File: src/scpisr_regs.vh
// Constants of the status reporting register block.
`ifndef SCPISR_REGS_VH
`define SCPISR_REGS_VH

// ==========================================================================
// Host command codes
// ==========================================================================
`define SCPISR_CMD_RD_EVENT 4'h0
`define SCPISR_CMD_RD_COND 4'h1
`define SCPISR_CMD_RD_ENABLE 4'h2
`define SCPISR_CMD_WR_ENABLE 4'h3
`define SCPISR_CMD_RD_STB 4'h4
`define SCPISR_CMD_CLS 4'h5
`define SCPISR_CMD_OPC 4'h6

// ==========================================================================
// Register set selectors
// ==========================================================================
`define SCPISR_SET_OPER 4'h0
`define SCPISR_SET_QUES 4'h1
`define SCPISR_SET_SRC_OPER0 4'h2
`define SCPISR_SET_MEAS_OPER0 4'h5
`define SCPISR_SET_SRC_QUES0 4'h8
`define SCPISR_SET_MEAS_QUES0 4'hB
`define SCPISR_SET_STD 4'hE
`define SCPISR_SET_SRE 4'hF

// ==========================================================================
// Status byte bit positions
// ==========================================================================
`define SCPISR_STB_EAV 2
`define SCPISR_STB_QSB 3
`define SCPISR_STB_MAV 4
`define SCPISR_STB_ESB 5
`define SCPISR_STB_MSS 6
`define SCPISR_STB_OSB 7

// ==========================================================================
// Standard event bit positions
// ==========================================================================
`define SCPISR_STD_OPC 0
`define SCPISR_STD_QYE 2
`define SCPISR_STD_DSE 3
`define SCPISR_STD_EXE 4
`define SCPISR_STD_CME 5
`define SCPISR_STD_PON 7

// ==========================================================================
// Implemented bit masks and reset values
// ==========================================================================
`define SCPISR_MASK_OPER 16'h007F
`define SCPISR_MASK_QUES 16'h07FF
`define SCPISR_MASK_SRC_OPER 16'h0007
`define SCPISR_MASK_MEAS_OPER 16'h0007
`define SCPISR_MASK_MOD_QUES 16'h001F
`define SCPISR_MASK_STD 16'h00BD
`define SCPISR_RST_ENABLE 16'h0000
`define SCPISR_RST_SRE 8'h00

`endif

File: src/scpisr_evset.v
// One condition, event and enable register set with its summary output.
`timescale 1ns/100ps
`include "scpisr_regs.vh"

module scpisr_evset #(
  parameter [15:0] MASK = 16'hFFFF
) (
  input wire I_CLK_SYS, // System clock.
  input wire I_RSTN, // Synchronous reset, active low.
  input wire [15:0] i_cond, // Live condition bits.
  input wire [15:0] i_set, // Direct event pulses.
  input wire i_en_wr, // Enable register write strobe.
  input wire [15:0] i_wdata, // Enable register write data.
  input wire i_clr, // Event clear strobe.
  output wire [15:0] o_cond, // Masked condition bits.
  output reg [15:0] o_event, // Latched event bits.
  output reg [15:0] o_enable, // Enable mask.
  output wire o_summary // Enabled event summary.
);

  reg [15:0] cond_prev;
  wire [15:0] rise;
  wire [15:0] next_event;

  // Condition bits pass straight through, unlatched.
  assign o_cond = i_cond & MASK;
  assign rise = (i_cond & ~cond_prev) | i_set;
  // A new event in the clearing cycle survives the clear.
  assign next_event = ((o_event & ~{16{i_clr}}) | rise) & MASK;
  assign o_summary = |(o_event & o_enable);

  // Event latch, edge history and enable mask.
  always @(posedge I_CLK_SYS)
  begin
    if (!I_RSTN)
    begin
      cond_prev <= 16'h0000;
      o_event <= 16'h0000;
      o_enable <= `SCPISR_RST_ENABLE;
    end
    else
    begin
      cond_prev <= i_cond;
      o_event <= next_event;
      if (i_en_wr)
        o_enable <= i_wdata & MASK;
    end
  end

endmodule // scpisr_evset

File: src/scpisr_stb.v
// Status byte composition from the summary sources.
`timescale 1ns/100ps
`include "scpisr_regs.vh"

module scpisr_stb (
  input wire i_osb, // Operation summary.
  input wire i_esb, // Standard event summary.
  input wire i_mav, // Message available.
  input wire i_qsb, // Questionable summary.
  input wire i_eav, // Error available.
  input wire [7:0] i_sre, // Service request enable mask.
  output wire [7:0] o_stb // Status byte.
);

  wire [7:0] summ;

  // Summary bits follow their sources without latching.
  assign summ = {i_osb, 1'b0, i_esb, i_mav, i_qsb, i_eav, 2'b00};
  // Master summary: any summary bit with its enable set.
  assign o_stb = summ | ({7'h00, |(summ & i_sre)} << `SCPISR_STB_MSS);

endmodule // scpisr_stb

File: src/scpisr_status.v
// Status reporting register block: status byte, standard, operation and questionable sets.
`timescale 1ns/100ps
`include "scpisr_regs.vh"


module scpisr_status (
  input wire I_CLK_SYS, // System clock, 10 MHz.
  input wire I_RSTN, // Synchronous reset, active low.
  input wire I_CMD_STB, // Host command strobe, one cycle.
  input wire [3:0] I_CMD_OP, // Host command code.
  input wire [3:0] I_CMD_SET, // Register set selector.
  input wire [15:0] I_CMD_DATA, // Enable write data.
  input wire I_MSG_PENDING, // Output buffer holds a message.
  input wire I_ERRQ_NOT_EMPTY, // Error queue holds an error.
  input wire I_CMD_ERROR, // Command error pulse.
  input wire I_EXEC_ERROR, // Execution error pulse.
  input wire I_DEVICE_SPECIFIC_FAULT, // Device specific error pulse.
  input wire I_QUERY_ERROR, // Query error pulse.
  input wire I_OPS_PENDING, // Operations still pending.
  input wire [2:0] I_VOLTAGE_LIMIT_ACTIVE, // Per source module.
  input wire [2:0] I_CURRENT_LIMIT_ACTIVE, // Per source module.
  input wire [2:0] I_SWEEP_ACTIVE, // Per source module.
  input wire [2:0] I_OVER_RANGE_FLAG, // Per measure module.
  input wire [2:0] I_HW_SETTLING_FLAG, // Per measure module.
  input wire [2:0] I_REFERENCE_UNLOCKED, // Per measure module.
  input wire [5:0] I_MODULE_COMM_FAIL, // Source 0-2, measure 3-5.
  input wire [5:0] I_UNSUPPORTED_MODULE, // Source 0-2, measure 3-5.
  input wire [5:0] I_WRONG_PORT_TYPE, // Source 0-2, measure 3-5.
  input wire [5:0] I_FACTORY_CAL_FAIL, // Source 0-2, measure 3-5.
  input wire [5:0] I_SELF_CAL_FAIL, // Source 0-2, measure 3-5.
  input wire I_STREAM_ACTIVE, // Data stream in progress.
  input wire I_STARTUP_HW_FAULT, // Startup hardware fault.
  input wire I_RUNTIME_HW_FAULT, // Runtime hardware fault.
  input wire I_INTERNAL_LINK_LOST, // Internal communication lost.
  input wire I_CAL_DATA_BAD, // Corrupt or default calibration.
  input wire I_STREAM_OVERFLOW_FLAG, // Stream data lost.
  output wire [7:0] O_STATUS_BYTE, // Live status byte.
  output reg O_RSP_STB, // Response valid pulse.
  output reg [15:0] O_RSP_DATA // Response value.
);

  // ========================================================================
  // Declarations
  // ========================================================================
  localparam SYNC_W = 54;
  localparam NSET = 15;

  reg [SYNC_W-1:0] sync_a;
  reg [SYNC_W-1:0] sync_b;
  reg [7:0] sre;
  reg pon_done;
  reg opc_armed;
  wire [SYNC_W-1:0] hw_raw;
  wire [255:0] cond_in;
  wire [255:0] set_in;
  wire [255:0] cond_all;
  wire [255:0] event_all;
  wire [255:0] enable_all;
  wire [15:0] summ_all;
  wire [NSET-1:0] clr;
  wire [NSET-1:0] en_wr;
  wire [2:0] src_voltage_limit_active;
  wire [2:0] src_current_limit_active;
  wire [2:0] src_sweep_active;
  wire [2:0] meas_over_range_flag;
  wire [2:0] meas_hw_settling_flag;
  wire [2:0] meas_reference_unlocked;
  wire [5:0] mod_comm_fail;
  wire [5:0] mod_unsupported_module;
  wire [5:0] mod_wrong_port_type;
  wire [5:0] mod_factory_cal_fail;
  wire [5:0] mod_self_cal_fail;
  wire stream_active;
  wire startup_hw_fault;
  wire runtime_hw_fault;
  wire internal_link_lost;
  wire cal_data_bad;
  wire stream_overflow_flag;
  wire [2:0] src_oper_summ;
  wire [2:0] meas_oper_summ;
  wire [2:0] src_ques_summ;
  wire [2:0] meas_ques_summ;
  wire pon_pulse;
  wire opc_done;
  wire cls_cmd;
  wire [15:0] std_set;

  // ========================================================================
  // Functions
  // ========================================================================
  // True when a command strobe carries the given code for the given set.
  function hit;
    input stb;
    input [3:0] op;
    input [3:0] set;
    input [3:0] want_op;
    input [3:0] want_set;
    begin
      hit = stb & (op == want_op) & (set == want_set);
    end
  endfunction

  // ========================================================================
  // Input synchronisers
  // ========================================================================
  // Hardware status lines arrive from other logic and pins.
  assign hw_raw = {I_STREAM_OVERFLOW_FLAG, I_CAL_DATA_BAD, I_INTERNAL_LINK_LOST,
    I_RUNTIME_HW_FAULT, I_STARTUP_HW_FAULT, I_STREAM_ACTIVE,
    I_SELF_CAL_FAIL, I_FACTORY_CAL_FAIL, I_WRONG_PORT_TYPE,
    I_UNSUPPORTED_MODULE, I_MODULE_COMM_FAIL,
    I_REFERENCE_UNLOCKED, I_HW_SETTLING_FLAG, I_OVER_RANGE_FLAG,
    I_SWEEP_ACTIVE, I_CURRENT_LIMIT_ACTIVE, I_VOLTAGE_LIMIT_ACTIVE};

  // Two flip-flop stages before any logic looks at a hardware line.
  always @(posedge I_CLK_SYS)
  begin
    if (!I_RSTN)
    begin
      sync_a <= {SYNC_W{1'b0}};
      sync_b <= {SYNC_W{1'b0}};
    end
    else
    begin
      sync_a <= hw_raw;
      sync_b <= sync_a;
    end
  end

  // Split the synchronised vector back into named lines.
  assign {stream_overflow_flag, cal_data_bad, internal_link_lost, runtime_hw_fault,
    startup_hw_fault, stream_active, mod_self_cal_fail, mod_factory_cal_fail,
    mod_wrong_port_type, mod_unsupported_module, mod_comm_fail,
    meas_reference_unlocked, meas_hw_settling_flag, meas_over_range_flag,
    src_sweep_active, src_current_limit_active, src_voltage_limit_active} = sync_b;

  // ========================================================================
  // Module summaries
  // ========================================================================
  // Each module summary is its set's enabled event OR.
  assign src_oper_summ = summ_all[4:2];
  assign meas_oper_summ = summ_all[7:5];
  assign src_ques_summ = summ_all[10:8];
  assign meas_ques_summ = summ_all[13:11];

  // ========================================================================
  // Condition inputs of the register sets
  // ========================================================================
  // Top operation set: module summaries and stream activity.
  assign cond_in[15:0] = {9'h000, stream_active, meas_oper_summ, src_oper_summ};

  // Top questionable set: module summaries and instrument faults.
  assign cond_in[31:16] = {5'h00, stream_overflow_flag, cal_data_bad,
    internal_link_lost, runtime_hw_fault, startup_hw_fault,
    meas_ques_summ, src_ques_summ};

  // Per-module operation and questionable sets.
  genvar g;
  generate
    for (g = 0; g < 3; g = g + 1)
    begin : g_mod
      assign cond_in[(2+g)*16 +: 16] = {13'h0000, src_sweep_active[g],
        src_current_limit_active[g], src_voltage_limit_active[g]};
      assign cond_in[(5+g)*16 +: 16] = {13'h0000, meas_reference_unlocked[g],
        meas_hw_settling_flag[g], meas_over_range_flag[g]};
      assign cond_in[(8+g)*16 +: 16] = {11'h000, mod_self_cal_fail[g],
        mod_factory_cal_fail[g], mod_wrong_port_type[g],
        mod_unsupported_module[g], mod_comm_fail[g]};
      assign cond_in[(11+g)*16 +: 16] = {11'h000, mod_self_cal_fail[3+g],
        mod_factory_cal_fail[3+g], mod_wrong_port_type[3+g],
        mod_unsupported_module[3+g], mod_comm_fail[3+g]};
    end
  endgenerate

  // The standard event set has no condition register.
  assign cond_in[255:224] = 32'h00000000;

  // ========================================================================
  // Standard event sources
  // ========================================================================
  // Power on and operation complete pulses join the error classes.
  assign std_set = ({15'h0000, pon_pulse} << `SCPISR_STD_PON)
    | ({15'h0000, I_CMD_ERROR} << `SCPISR_STD_CME)
    | ({15'h0000, I_EXEC_ERROR} << `SCPISR_STD_EXE)
    | ({15'h0000, I_DEVICE_SPECIFIC_FAULT} << `SCPISR_STD_DSE)
    | ({15'h0000, I_QUERY_ERROR} << `SCPISR_STD_QYE)
    | ({15'h0000, opc_done} << `SCPISR_STD_OPC);

  // Only the standard set takes direct event pulses.
  assign set_in[223:0] = 224'h0;
  assign set_in[239:224] = std_set;
  assign set_in[255:240] = 16'h0000;

  // The first cycle after reset release counts as the power-on transition.
  assign pon_pulse = ~pon_done;

  // Operation complete fires once the armed request sees no pending work.
  assign opc_done = opc_armed & ~I_OPS_PENDING;

  // Power-on and operation complete tracking.
  always @(posedge I_CLK_SYS)
  begin
    if (!I_RSTN)
    begin
      pon_done <= 1'b0;
      opc_armed <= 1'b0;
    end
    else
    begin
      pon_done <= 1'b1;
      if (hit(I_CMD_STB, I_CMD_OP, 4'h0, `SCPISR_CMD_OPC, 4'h0))
        opc_armed <= 1'b1;
      else if (opc_done | cls_cmd)
        opc_armed <= 1'b0;
    end
  end

  // ========================================================================
  // Command decode
  // ========================================================================
  // Clear-status clears every event register at once.
  assign cls_cmd = hit(I_CMD_STB, I_CMD_OP, 4'h0, `SCPISR_CMD_CLS, 4'h0);

  // Per-set clearing read and enable write strobes.
  generate
    for (g = 0; g < NSET; g = g + 1)
    begin : g_dec
      localparam [3:0] SEL = g;
      assign clr[g] = cls_cmd
        | hit(I_CMD_STB, I_CMD_OP, I_CMD_SET, `SCPISR_CMD_RD_EVENT, SEL);
      assign en_wr[g] = hit(I_CMD_STB, I_CMD_OP, I_CMD_SET,
        `SCPISR_CMD_WR_ENABLE, SEL);
    end
  endgenerate

  // ========================================================================
  // Register sets
  // ========================================================================
  // Fifteen condition, event and enable sets, each with its own mask.
  generate
    for (g = 0; g < NSET; g = g + 1)
    begin : g_set
      localparam [15:0] MSK = (g == 0) ? `SCPISR_MASK_OPER :
        (g == 1) ? `SCPISR_MASK_QUES :
        (g < 5) ? `SCPISR_MASK_SRC_OPER :
        (g < 8) ? `SCPISR_MASK_MEAS_OPER :
        (g < 14) ? `SCPISR_MASK_MOD_QUES : `SCPISR_MASK_STD;
      scpisr_evset #(
        .MASK(MSK)
      ) u_set (
        .I_CLK_SYS(I_CLK_SYS),
        .I_RSTN(I_RSTN),
        .i_cond(cond_in[g*16 +: 16]),
        .i_set(set_in[g*16 +: 16]),
        .i_en_wr(en_wr[g]),
        .i_wdata(I_CMD_DATA),
        .i_clr(clr[g]),
        .o_cond(cond_all[g*16 +: 16]),
        .o_event(event_all[g*16 +: 16]),
        .o_enable(enable_all[g*16 +: 16]),
        .o_summary(summ_all[g])
      );
    end
  endgenerate

  // Slot 15 is the service request mask, with no event or condition.
  assign cond_all[255:240] = 16'h0000;
  assign event_all[255:240] = 16'h0000;
  assign enable_all[255:240] = {8'h00, sre};
  assign summ_all[15] = 1'b0;

  // Service request enable mask, stored as written.
  always @(posedge I_CLK_SYS)
  begin
    if (!I_RSTN)
      sre <= `SCPISR_RST_SRE;
    else if (hit(I_CMD_STB, I_CMD_OP, I_CMD_SET, `SCPISR_CMD_WR_ENABLE, `SCPISR_SET_SRE))
      sre <= I_CMD_DATA[7:0];
  end

  // ========================================================================
  // Status byte
  // ========================================================================
  // Summaries feed the status byte directly, so clears show at once.
  scpisr_stb u_stb (
    .i_osb(summ_all[`SCPISR_SET_OPER]),
    .i_esb(summ_all[`SCPISR_SET_STD]),
    .i_mav(I_MSG_PENDING),
    .i_qsb(summ_all[`SCPISR_SET_QUES]),
    .i_eav(I_ERRQ_NOT_EMPTY),
    .i_sre(sre),
    .o_stb(O_STATUS_BYTE)
  );

  // ========================================================================
  // Query responses
  // ========================================================================
  // Reads answer one cycle after the strobe; writes and clears give none.
  always @(posedge I_CLK_SYS)
  begin
    if (!I_RSTN)
    begin
      O_RSP_STB <= 1'b0;
      O_RSP_DATA <= 16'h0000;
    end
    else
    begin
      O_RSP_STB <= 1'b0;
      if (I_CMD_STB)
      begin
        case (I_CMD_OP)
          `SCPISR_CMD_RD_EVENT:
          begin
            O_RSP_STB <= 1'b1;
            O_RSP_DATA <= event_all[{I_CMD_SET, 4'h0} +: 16];
          end
          `SCPISR_CMD_RD_COND:
          begin
            O_RSP_STB <= 1'b1;
            O_RSP_DATA <= cond_all[{I_CMD_SET, 4'h0} +: 16];
          end
          `SCPISR_CMD_RD_ENABLE:
          begin
            O_RSP_STB <= 1'b1;
            O_RSP_DATA <= enable_all[{I_CMD_SET, 4'h0} +: 16];
          end
          `SCPISR_CMD_RD_STB:
          begin
            O_RSP_STB <= 1'b1;
            O_RSP_DATA <= {8'h00, O_STATUS_BYTE};
          end
          default:
            O_RSP_STB <= 1'b0;
        endcase
      end
    end
  end

endmodule // scpisr_status

File: config.mk
export PLATFORM = sky130hd
export DESIGN_NAME = scpisr_status
export DESIGN_NICKNAME = d
export VERILOG_FILES = /design/src/scpisr_evset.v /design/src/scpisr_stb.v /design/src/scpisr_status.v
export VERILOG_INCLUDE_DIRS = /design/src
export SDC_FILE = /design/constraint.sdc
export NUM_CORES = 1
export LEC_CHECK = 0
export CORE_MARGIN = 4
export CORE_UTILIZATION = 55
export CTS_CLUSTER_DIAMETER = 150
export DETAILED_ROUTE_END_ITERATION = 8
export DONT_BUFFER_PORTS = 1
export HOLD_SLACK_MARGIN = 0.05
export PLACE_DENSITY = 0.73
export SLEW_MARGIN = 5
export SYNTH_ARGS = -nofsm -noshare
export SYNTH_HDL_FRONTEND = slang
export SYNTH_SLANG_ARGS = --single-unit
export TNS_END_PERCENT = 50
File: constraint.sdc
create_clock -name I_CLK_SYS -period 2.1 [get_ports I_CLK_SYS]
set_clock_uncertainty 0.1 [all_clocks]
set_input_delay 0.315 -clock I_CLK_SYS [delete_from_list [all_inputs] [get_ports I_CLK_SYS]]
set_output_delay 0.315 -clock I_CLK_SYS [all_outputs]
set_load 0.03 [all_outputs]
==> out/results.txt, run 1 <==
status: finished with violations
failing checks: setup timing
Avg Synthesized Cell Area: 9.25 um2
clock sinks: 340
WP data arrival: 2.14 ns
max cap viols: 0
clk root buf: clkbuf_16
DRT Pass-1 Iters: 6
GR peak layer: met2
CTS tree: built
count leader, synth: dfxtp_1
Synth Flop Type: dfxtp_1
placed instance count: 1,766
Slew Limit Fails: 0
Rows: 56
Leak: 7.04 nW
Hold Crit Class: in -> reg
CP Capture Type: primary output
synth warn: 0
Post-Route WL: 43,100 um
Post-Syn Area: 13,400 um2
FF+latch count, synth: 340
startpoint types: flip-flop
Synth top cells by count: dfxtp_1 (340), nand2_1 (187), o21ai_0 (116)
DRC Markers: 0
M1 GR Usage: 0.397
# H-tree levels: 2
worst-path fanout max: 2
slew at the pin closest to its max-slew limit: 1.05 ns
Final Hold Vio Count: 0
final core occ: 0.737
clock latency on the worst-skew pair: 0.53 ns
grt ovf: 0
Die ar.: 27,000 um2
DR vias/cell: 5.96
routed vias: 12,166
Die Ht: 164 um
Final Cycle Share: 1.22
GR Util met3: 0.0816
Top-Level Pins: 113
vias in the first global route: 12,350
cell count after synthesis: 1,451
Synth async-reset ratio: 0
DR WL/cell: 21.1 um
Final nets: 1,783
final setup fails: 2
r2r setup slk: 0.02 ns
Critical Path RT: 1.68 ns
Seq/Total Area, Yosys: 0.507
Highest Clock Rate: 392 MHz
unrepaired setup endpoints after global routing: yes
die width: 164 um
CTS clock-pin slew for the worst setup and hold paths: 0.06 ns
Peak VDD IR: 0.769 mV
layout cell share with drive strength beyond 1: 0.109
GRT Util Overall: 0.317
largest net degree at the start of global routing: 139
first-pass GRT wire length: 66,700 um
Final WS setup: -0.454 ns
top cell type's share of synthesized area: 0.507
Synth cell types: 67
post-route ant nets: 0
initial antenna violation count: 3
Starting DRT DRC Count: 1,340
Core ar.: 23,800 um2
Max clock buf depth: 3
top cells by area, synth: dfxtp_1 (51%), and2_1 (5.3%), nand2_1 (5.2%), mux2i_1 (5.1%), o21ai_0 (4.3%)
TritonCTS Buffers: 35
Syn-to-layout area delta: 30.3%
PwrDens: 825 nW/um2
Post-Layout Cell Count: 2,040
min cycle time layout: 2.55 ns
post-synth top area cell: dfxtp_1
DP HPWL: 26,400 um
Initial Util: 0.565
Crit Path Class: reg -> out
met2 Resource Use GR: 0.510
Post-synth EDFFs: 0
routability cong.: 0.962
overall power: 14.4 mW
PortBufs: 0
Slew HR: 0.295
[cell families (layout without fill, tap and decap cells)]
group	after synthesis	after routing	synth area share
compound gates	373	373	0.191
other cells	1	10	0.000279
flops	340	340	0.507
xor+xnor	1	1	0.000652
mux	69	69	0.0514
buf+inv	180	441	0.0588
simple gates	487	487	0.190
[where the power goes]
group	total, mW	leakage [nW]	switching (mW)	internal, mW
Clock	6.54	0.585	2.62	3.92
Sequential	6.80	2.78	0.148	6.65
Combinational	1.10	3.68	0.552	0.547
Total	14.4	7.04	3.32	11.1
[cell type report]
class | instances | area (um2)
Sequential cell | 340 | 6810
Fill cell | 1652 | 6250
Multi-Input combinational cell | 937 | 5910
Timing Repair Buffer | 307 | 2880
Clock buffer | 44 | 971
Tap cell | 319 | 399
Inverter | 74 | 278
Clock inverter | 16 | 239
Antenna cell | 3 | 7.51
[critical path: stages, from the launching register on]
cell and delay, ns:
dfxtp_2 0.33, a222oi_1 0.34, nand3_1 0.24, a21o_1 0.22, a221o_1 0.32, buf_6 0.16
[timing repair]
item / CTS / global route
gates cloned: 0 / 0
resized for setup: 8 / 6
setup endpoints to repair: 3 / 10
pin swaps: 5 / 0
endpoints found under the hold margin: 334 / 0
hold buffers: 209 / 0
setup buffers: 2 / 0
[per-stage QoR]
| step | TNS, ns | cell area, um2 | hold WS, ns | worst slack, ns |
|---|---|---|---|---|
| 2_1_floorplan | -0.0853 | 13500 | 0.243 | -0.0853 |
| 3_3_place_gp | -0.326 | 14100 | 0.266 | -0.185 |
| 3_5_place_dp | -0.413 | 14100 | 0.271 | -0.174 |
| 4_1_cts | -0.430 | 17500 | 0.0602 | -0.383 |
| 5_1_grt | -0.663 | 17500 | 0.0822 | -0.482 |
| 6_report | -0.532 | 17500 | 0.0852 | -0.454 |
[placed cells by master (no fill, tap or decap), types with 4 or more instances in the layout]
cell,n
nand2_1,187
a222oi_1,15
dfxtp_1,338
o22ai_1,6
a22oi_1,27
a221oi_1,35
clkbuf_1,4
o211ai_1,4
o21ai_0,116
a22o_1,23
o221ai_1,7
and2_1,113
a31oi_1,16
a21oi_1,45
o31ai_1,4
or4_1,5
clkbuf_16,36
a211oi_1,6
inv_1,73
nor3_2,4
buf_4,93
nor3_1,8
nor2b_1,85
or2_2,5
or3_1,10
nand3_1,5
clkbuf_8,4
o311ai_0,5
bufinv_16,5
a2111oi_0,4
conb_1,7
a221o_1,8
nor2_1,36
o2111ai_1,4
nand2b_1,5
nor2_2,4
a21boi_0,20
mux2i_1,69
dlygate4sd3_1,207
[sequential cells by signal (all words and copies together) (netlist names)]
name	count
sync_b	54
g_set.u_set.o_enable	72
opc_armed	1
pon_done	1
g_set.u_set.o_event	72
O_RSP_STB	1
O_RSP_DATA	11
g_set.u_set.cond_prev	66
sre	8
sync_a	54
[per-layer routing]
metal,vias to the layer above,share of wire,routed length (um)
li1,5535,-,-
met1,5760,0.39,16900
met2,719,0.46,19700
met3,152,0.11,4580
met4,0,0.044,1910
met5,-,0,0
[path summary, 6_finish.rpt]
kind,from,endpoint,cells past startpoint
worst max-delay path,g_set[0].u_set.o_event[3],O_STATUS_BYTE[6],5
worst min-delay path,I_CMD_SET[3],O_RSP_DATA[3],3
worst max register to register,g_set[6].u_set.o_enable[2],O_RSP_DATA[2],6
worst min register to register,g_set[1].u_set.cond_prev[6],g_set[1].u_set.o_event[6],1
Power figures use the tool's default switching activity.
==> run 2: changes to the inputs <==
--- a/config.mk
+++ b/config.mk
@@ -6,13 +6,16 @@
 export SDC_FILE = /design/constraint.sdc
 export NUM_CORES = 1
 export LEC_CHECK = 0
+export CELL_PAD_IN_SITES_DETAIL_PLACEMENT = 2
+export CELL_PAD_IN_SITES_GLOBAL_PLACEMENT = 2
 export CORE_MARGIN = 4
-export CORE_UTILIZATION = 55
+export CORE_UTILIZATION = 36
 export CTS_CLUSTER_DIAMETER = 150
 export DETAILED_ROUTE_END_ITERATION = 8
 export DONT_BUFFER_PORTS = 1
+export GPL_TIMING_DRIVEN = 0
 export HOLD_SLACK_MARGIN = 0.05
-export PLACE_DENSITY = 0.73
+export PLACE_DENSITY_LB_ADDON = 0.1
 export SLEW_MARGIN = 5
 export SYNTH_ARGS = -nofsm -noshare
 export SYNTH_HDL_FRONTEND = slang
==> constraint.sdc (replaced) <==
create_clock -name I_CLK_SYS -period 2.1 [get_ports I_CLK_SYS]
set_clock_uncertainty 0.1 [all_clocks]
set_input_delay 0.315 -clock I_CLK_SYS [delete_from_list [all_inputs] [get_ports I_CLK_SYS]]
set_output_delay 0.315 -clock I_CLK_SYS [all_outputs]
set_load 0.1 [all_outputs]
==> run 2 against run 1 <==
The run still ends with setup timing left. Power rose by 5.7%. Cell count rose by 2.2%. Global-route usage fell by 3.9 points. Count of clock-buffer cells in the layout rose by 8. First-iteration DRC count fell by 25%. Flip-flop and latch count did not move. Non-clock buffer count fell by 112. Largest cell class unchanged. Combinational power rose by 16%. Critical path depth fell by 1. Critical path type unchanged. Sequential share of layout area rose by 2.1 points. Wire length rose by 34%. Highest routed layer is now met5.
==> out/results.txt, run 2 (synthesis gave the netlist of run 1 again) <==
layout cell share with drive strength beyond 1: 0.145 (was 0.109)
max cap viols: 0 (unchanged)
failing checks: setup timing (unchanged)
Leak: 6.47 nW (was 7.04 nW)
PortBufs: 0 (unchanged)
unrepaired setup endpoints after global routing: yes (unchanged)
worst-path fanout max: 2 (unchanged)
WP data arrival: 2.21 ns (was 2.14 ns)
PwrDens: 916 nW/um2 (was 825 nW/um2)
Top-Level Pins: 113 (unchanged)
CTS clock-pin slew for the worst setup and hold paths: 0.06 ns (about the same)
Reg area: 6830 um2 (was 6810 um2)
largest registers: g_set.u_set.o_enable (72), g_set.u_set.o_event (72), g_set.u_set.cond_prev (66) (unchanged)
# H-tree levels: 2 (unchanged)
Final Cycle Share: 1.25 (was 1.22)
grt ovf: 0 (unchanged)
slew at the pin closest to its max-slew limit: 1.11 ns (was 1.05 ns)
overall power: 15.3 mW (was 14.4 mW)
die width: 201 um (was 164 um)
Critical Path RT: 1.68 ns (about the same)
Slew Limit Fails: 0 (unchanged)
Final nets: 1,675 (was 1,783)
Multi-input gate area: 6180 um2 (was 5910 um2)
DR vias/cell: 5.76 (was 5.96)
TritonCTS Buffers: 39 (was 35)
commonest non-fill, non-tap cell in the layout: dfxtp_1 (unchanged)
Crit Path Class: reg -> out (unchanged)
clock latency on the worst-skew pair: 0.57 ns (was 0.53 ns)
startpoint types: flip-flop (unchanged)
Rows: 70 (was 56)
setup TNS: -1.05 ns (was -0.532 ns)
Core ar.: 36,700 um2 (was 23,800 um2)
DRT Pass-1 Iters: 5 (was 6)
Die Ht: 201 um (was 164 um)
max incr delay on CP: 0.48 ns (was 0.34 ns)
vias in the first global route: 12,873 (was 12,350)
crit-path cells: a222oi_1 -> nand3_2 -> a21o_1 -> a221o_4 (was a222oi_1 -> nand3_1 -> a21o_1 -> a221o_1 -> buf_6)
Max clock buf depth: 3 (unchanged)
Die ar.: 40,400 um2 (was 27,000 um2)
# fillers: 3,917 (was 1,652)
Initial Util: 0.366 (was 0.565)
GRT Util Overall: 0.278 (was 0.317)
DR WL/cell: 27.8 um (was 21.1 um)
Final WS setup: -0.527 ns (was -0.454 ns)
Placement Cell Area: 14,100 um2 (about the same)
DP HPWL: 40,500 um (was 26,400 um)
Starting DRT DRC Count: 1,004 (was 1,340)
CTS tree: built (unchanged)
number of antenna repair diodes: 0 (was 3)
hold_ws: 0.105 ns (was 0.0852 ns)
Final Hold Vio Count: 0 (unchanged)
clock sinks: 340 (unchanged)
Slew HR: 0.257 (was 0.295)
status: finished with violations (unchanged)
Hold Crit Class: in -> reg (unchanged)
routed vias: 12,013 (was 12,166)
clk root buf: clkbuf_16 (unchanged)
Highest Clock Rate: 381 MHz (was 392 MHz)
CP Capture Type: primary output (unchanged)
initial antenna violation count: 1 (was 3)
critical path's slowest cell: a221o_4 (was a222oi_1)
first-pass GRT wire length: 84,500 um (was 66,700 um)
largest net degree at the start of global routing: 14 (was 139)
post-route ant nets: 0 (unchanged)
routability cong.: 0.911 (was 0.962)
min cycle time layout: 2.63 ns (was 2.55 ns)
most frequent cells in the layout: dfxtp_1 (326), nand2_1 (183), and2_1 (113), o21ai_0 (111), nor2b_1 (83) (was dfxtp_1 (338), dlygate4sd3_1 (207), nand2_1 (187), o21ai_0 (116), and2_1 (113))
fin area: 16,700 um2 (was 17,500 um2)
final setup fails: 4 (was 2)
Syn-to-layout area delta: 24.1% (was 30.3%)
Peak VDD IR: 0.819 mV (was 0.769 mV)
DRC Markers: 0 (unchanged)
Post-Route WL: 57,900 um (was 43,100 um)
run 2: cell count changes in the layout (fill, tap and decap cells not counted), sizes merged:
cell | before | now
clkbuf | 44 | 110
clkinv | 6 | 11
dlymetal6s4s | 1 | 0
clkinvlp | 3 | 4
bufinv | 5 | 4
inv | 76 | 73
diode | 3 | 0
buf | 99 | 65
dlygate4sd3 | 207 | 72
run 2: power by group:
part	switching (mW)	internal (mW)	total (mW)	leakage [nW]
sequential	0.185	6.65	6.84	2.78
combinational	0.856	0.423	1.28	3.03
clock	2.90	4.25	7.15	0.657
total	3.94	11.3	15.3	6.47
run 2: critical path: cells and delay by family (launching register included):
kind | cells | cell delay [ns]
AND/OR/NAND/NOR | 1 | 0.21
AO/OA/AOI/OAI | 3 | 1.08
flip-flops | 1 | 0.35
run 2: final timing paths:
kind	start	to	slack, ns	cells after the start
setup / recovery	g_set[0].u_set.o_event[3]	O_STATUS_BYTE[6]	-0.53	4
hold / removal	I_RSTN	g_set[1].u_set.o_event[0]	0.11	4
setup reg to reg	g_set[6].u_set.o_enable[2]	O_RSP_DATA[2]	-0.03	6
hold reg to reg	g_set[9].u_set.cond_prev[0]	g_set[9].u_set.o_event[0]	0.31	1
run 2: area by class of cell:
class,instances,area share
clock buffers,52,0.0670
clock inverters,18,0.0133
flip-flops and latches,340,0.410
inverters,74,0.0171
multi-input cells,937,0.371
repair buffers,91,0.0523
plain buffers,104,0.0349
well taps,468,0.0351
run 2: layer usage:
metal / global-route usage / up-vias / wire length [um] / part of all wire
met2: 0.459 / 446 / 27200 / 0.47
met3: 0.0503 / 113 / 3970 / 0.069
met4: 0.109 / 2 / 2120 / 0.037
met1: 0.361 / 6135 / 24500 / 0.42
met5: 0.0143 / - / 77 / 0.0013
li1: - / 5317 / - / -
run 2: per-stage QoR:
step                      std cells  worst slack, ns   util
after global placement         1925            -1.27  0.383
after detailed placement       1925            -1.27  0.383
after global routing           2084           -0.541  0.454
after floorplan                1457          -0.0853      -
final                          2084           -0.527  0.454
after CTS                      2080           -0.540  0.447
run 2: what timing repair did:
action / in CTS / in global routing
buffers inserted: 15 / 5
resized for setup: 60 / 62
endpoints found under the setup margin: 87 / 73
endpoints found under the hold margin: 94 / 0
hold buffers: 72 / 0
pin swaps: 19 / 13
==> run 3: changes to the inputs <==
--- a/config.mk
+++ b/config.mk
@@ -9,7 +9,7 @@
 export CELL_PAD_IN_SITES_DETAIL_PLACEMENT = 2
 export CELL_PAD_IN_SITES_GLOBAL_PLACEMENT = 2
 export CORE_MARGIN = 4
-export CORE_UTILIZATION = 36
+export CORE_UTILIZATION = 30
 export CTS_CLUSTER_DIAMETER = 150
 export DETAILED_ROUTE_END_ITERATION = 8
 export DONT_BUFFER_PORTS = 1
==> run 3 against run 2 <==
Clock power rose by 2%. Combinational power barely moved. Non-clock buffer count fell by 5. The flow still finishes with violations (setup timing). Critical path type unchanged. Sequential share of layout area fell by 0.50 points. Via count is 2.2% lower.
==> out/results.txt, run 3 (synthesis gave the netlist of run 1 again) <==
status: finished with violations (unchanged)
failing checks: setup timing (unchanged)
CTS clock-pin slew for the worst setup and hold paths: 0.06 ns (about the same)
clk root buf: clkbuf_16 (unchanged)
vias in the first global route: 12,699 (was 12,873)
GRT Util Overall: 0.243 (was 0.278)
reg2reg path depth: 6 (unchanged)
Clock power frac: 0.474 (was 0.468)
worst-path fanout max: 2 (unchanged)
Post-Layout Cell Count: 2,205 (was 2,084)
routed vias: 11,747 (was 12,013)
hold depth: 3 (was 4)
final setup fails: 5 (was 4)
# fillers: 4,795 (was 3,917)
Slew HR: 0.258 (was 0.257)
Final Cycle Share: 1.26 (was 1.25)
WP data arrival: 2.22 ns (was 2.21 ns)
first-pass GRT wire length: 85,300 um (was 84,500 um)
slew at the pin closest to its max-slew limit: 1.11 ns (about the same)
CP Capture Type: primary output (unchanged)
Crit Path Class: reg -> out (unchanged)
DP HPWL: 42,700 um (was 40,500 um)
Core ar.: 44,200 um2 (was 36,700 um2)
# H-tree levels: 2 (unchanged)
setup TNS: -1.28 ns (was -1.05 ns)
TritonCTS Buffers: 41 (was 39)
Final WS setup: -0.540 ns (was -0.527 ns)
PwrDens: 915 nW/um2 (was 916 nW/um2)
Slew Limit Fails: 0 (unchanged)
clock sinks: 340 (unchanged)
post-route ant nets: 0 (unchanged)
min cycle time layout: 2.64 ns (was 2.63 ns)
Top-Level Pins: 113 (unchanged)
most frequent cells in the layout: dfxtp_1 (330), nand2_1 (184), and2_1 (113), o21ai_0 (112), nor2b_1 (83) (was dfxtp_1 (326), nand2_1 (183), and2_1 (113), o21ai_0 (111), nor2b_1 (83))
Starting DRT DRC Count: 789 (was 1,004)
layout cell share with drive strength beyond 1: 0.143 (was 0.145)
clock latency on the worst-skew pair: 0.56 ns (was 0.57 ns)
routability cong.: 0.875 (was 0.911)
hold_ws: 0.0893 ns (was 0.105 ns)
M1 GR Usage: 0.318 (was 0.361)
Net Sw Frac: 0.252 (was 0.258)
Post-Route WL: 58,700 um (was 57,900 um)
unrepaired setup endpoints after global routing: yes (unchanged)
startpoint types: flip-flop (unchanged)
DRT Pass-1 Iters: 5 (unchanged)
PortBufs: 0 (unchanged)
initial antenna violation count: 2 (was 1)
GR Util met3: 0.0444 (was 0.0503)
Peak VDD IR: 0.723 mV (was 0.819 mV)
Final nets: 1,672 (was 1,675)
final core occ: 0.381 (was 0.454)
P_sw: 3.89 mW (was 3.94 mW)
Highest Clock Rate: 379 MHz (was 381 MHz)
Leak: 6.49 nW (was 6.47 nW)
GR peak layer: met2 (unchanged)
Place WS: -1.44 ns (was -1.27 ns)
grt ovf: 0 (unchanged)
Hold Crit Class: in -> reg (unchanged)
DRC Markers: 0 (unchanged)
Die Ht: 220 um (was 201 um)
Critical Path RT: 1.68 ns (about the same)
DR vias/cell: 5.33 (was 5.76)
largest net degree at the start of global routing: 13 (was 14)
Die ar.: 48,200 um2 (was 40,400 um2)
commonest non-fill, non-tap cell in the layout: dfxtp_1 (unchanged)
Rows: 77 (was 70)
number of antenna repair diodes: 0 (unchanged)
die width: 220 um (was 201 um)
CTS tree: built (unchanged)
Final Hold Vio Count: 0 (unchanged)
Max clock buf depth: 3 (unchanged)
largest registers: g_set.u_set.o_enable (72), g_set.u_set.o_event (72), g_set.u_set.cond_prev (66) (unchanged)
sequential share of power: 0.443 (was 0.448)
internal power of the cells: 11.5 mW (was 11.3 mW)
Syn-to-layout area delta: 25.6% (was 24.1%)
Initial Util: 0.304 (was 0.366)
Gate power share: 0.083 (was 0.084)
met2 Resource Use GR: 0.403 (was 0.459)
max cap viols: 0 (unchanged)
placed instance count: 2,049 (was 1,925)
DR WL/cell: 26.6 um (was 27.8 um)
[run 3: through the flow]
stage / total power, mW / area [um2]
floorplan: 7.56 / 13500
global placement: 8.03 / 14200
detailed placement: 8.06 / 14200
CTS: 15.6 / 16600
global route: 16.0 / 16900
finish: 15.4 / 16900
[run 3: final cells by class]
type / instances / area, um2 / share of cell area
flip-flops and latches: 340 / 6820 / 0.405
multi-input cells: 937 / 6180 / 0.367
clock buffers: 58 / 1200 / 0.0712
repair buffers: 86 / 835 / 0.0495
well taps: 592 / 741 / 0.0439
plain buffers: 104 / 609 / 0.0361
inverters: 74 / 285 / 0.0169
clock inverters: 14 / 185 / 0.0110
[run 3: metal layers]
metal	vias to the layer above	share of wire
met5	-	0
met4	0	0.036
met1	5997	0.45
met2	325	0.46
li1	5315	-
met3	110	0.054
[run 3: what timing repair did]
action / CTS / global route
hold buffers: 71 / 0
gates resized for setup: 60 / 76
setup endpoints to repair: 88 / 78
endpoints found under the hold margin: 94 / 0
buffers inserted: 7 / 9
pin swaps: 11 / 14
[run 3: path summary, 6_finish.rpt]
| path | from | endpoint | slack (ns) |
|---|---|---|---|
| hold / removal | I_ERRQ_NOT_EMPTY | O_RSP_DATA[2] | 0.09 |
| setup / recovery | g_set[1].u_set.o_event[4] | O_STATUS_BYTE[6] | -0.54 |
| hold reg to reg | g_set[10].u_set.cond_prev[0] | g_set[10].u_set.o_event[0] | 0.31 |
| setup reg to reg | g_set[1].u_set.o_event[4] | O_RSP_DATA[6] | -0.03 |
[run 3: power by group through the flow]
stage	Clock, mW	Combinational, mW	Sequential [mW]
floorplan	0	0.664	6.90
global placement	0	1.06	6.97
detailed placement	0	1.08	6.98
CTS	7.51	1.23	6.84
global route	7.80	1.36	6.85
finish	7.32	1.28	6.84
[run 3: worst max-delay path, stage by stage (launching register included)]
cell,delay (ns)
dfxtp_4,0.34
a22o_4,0.28
a221oi_4,0.25
nand3_2,0.21
a221o_4,0.58
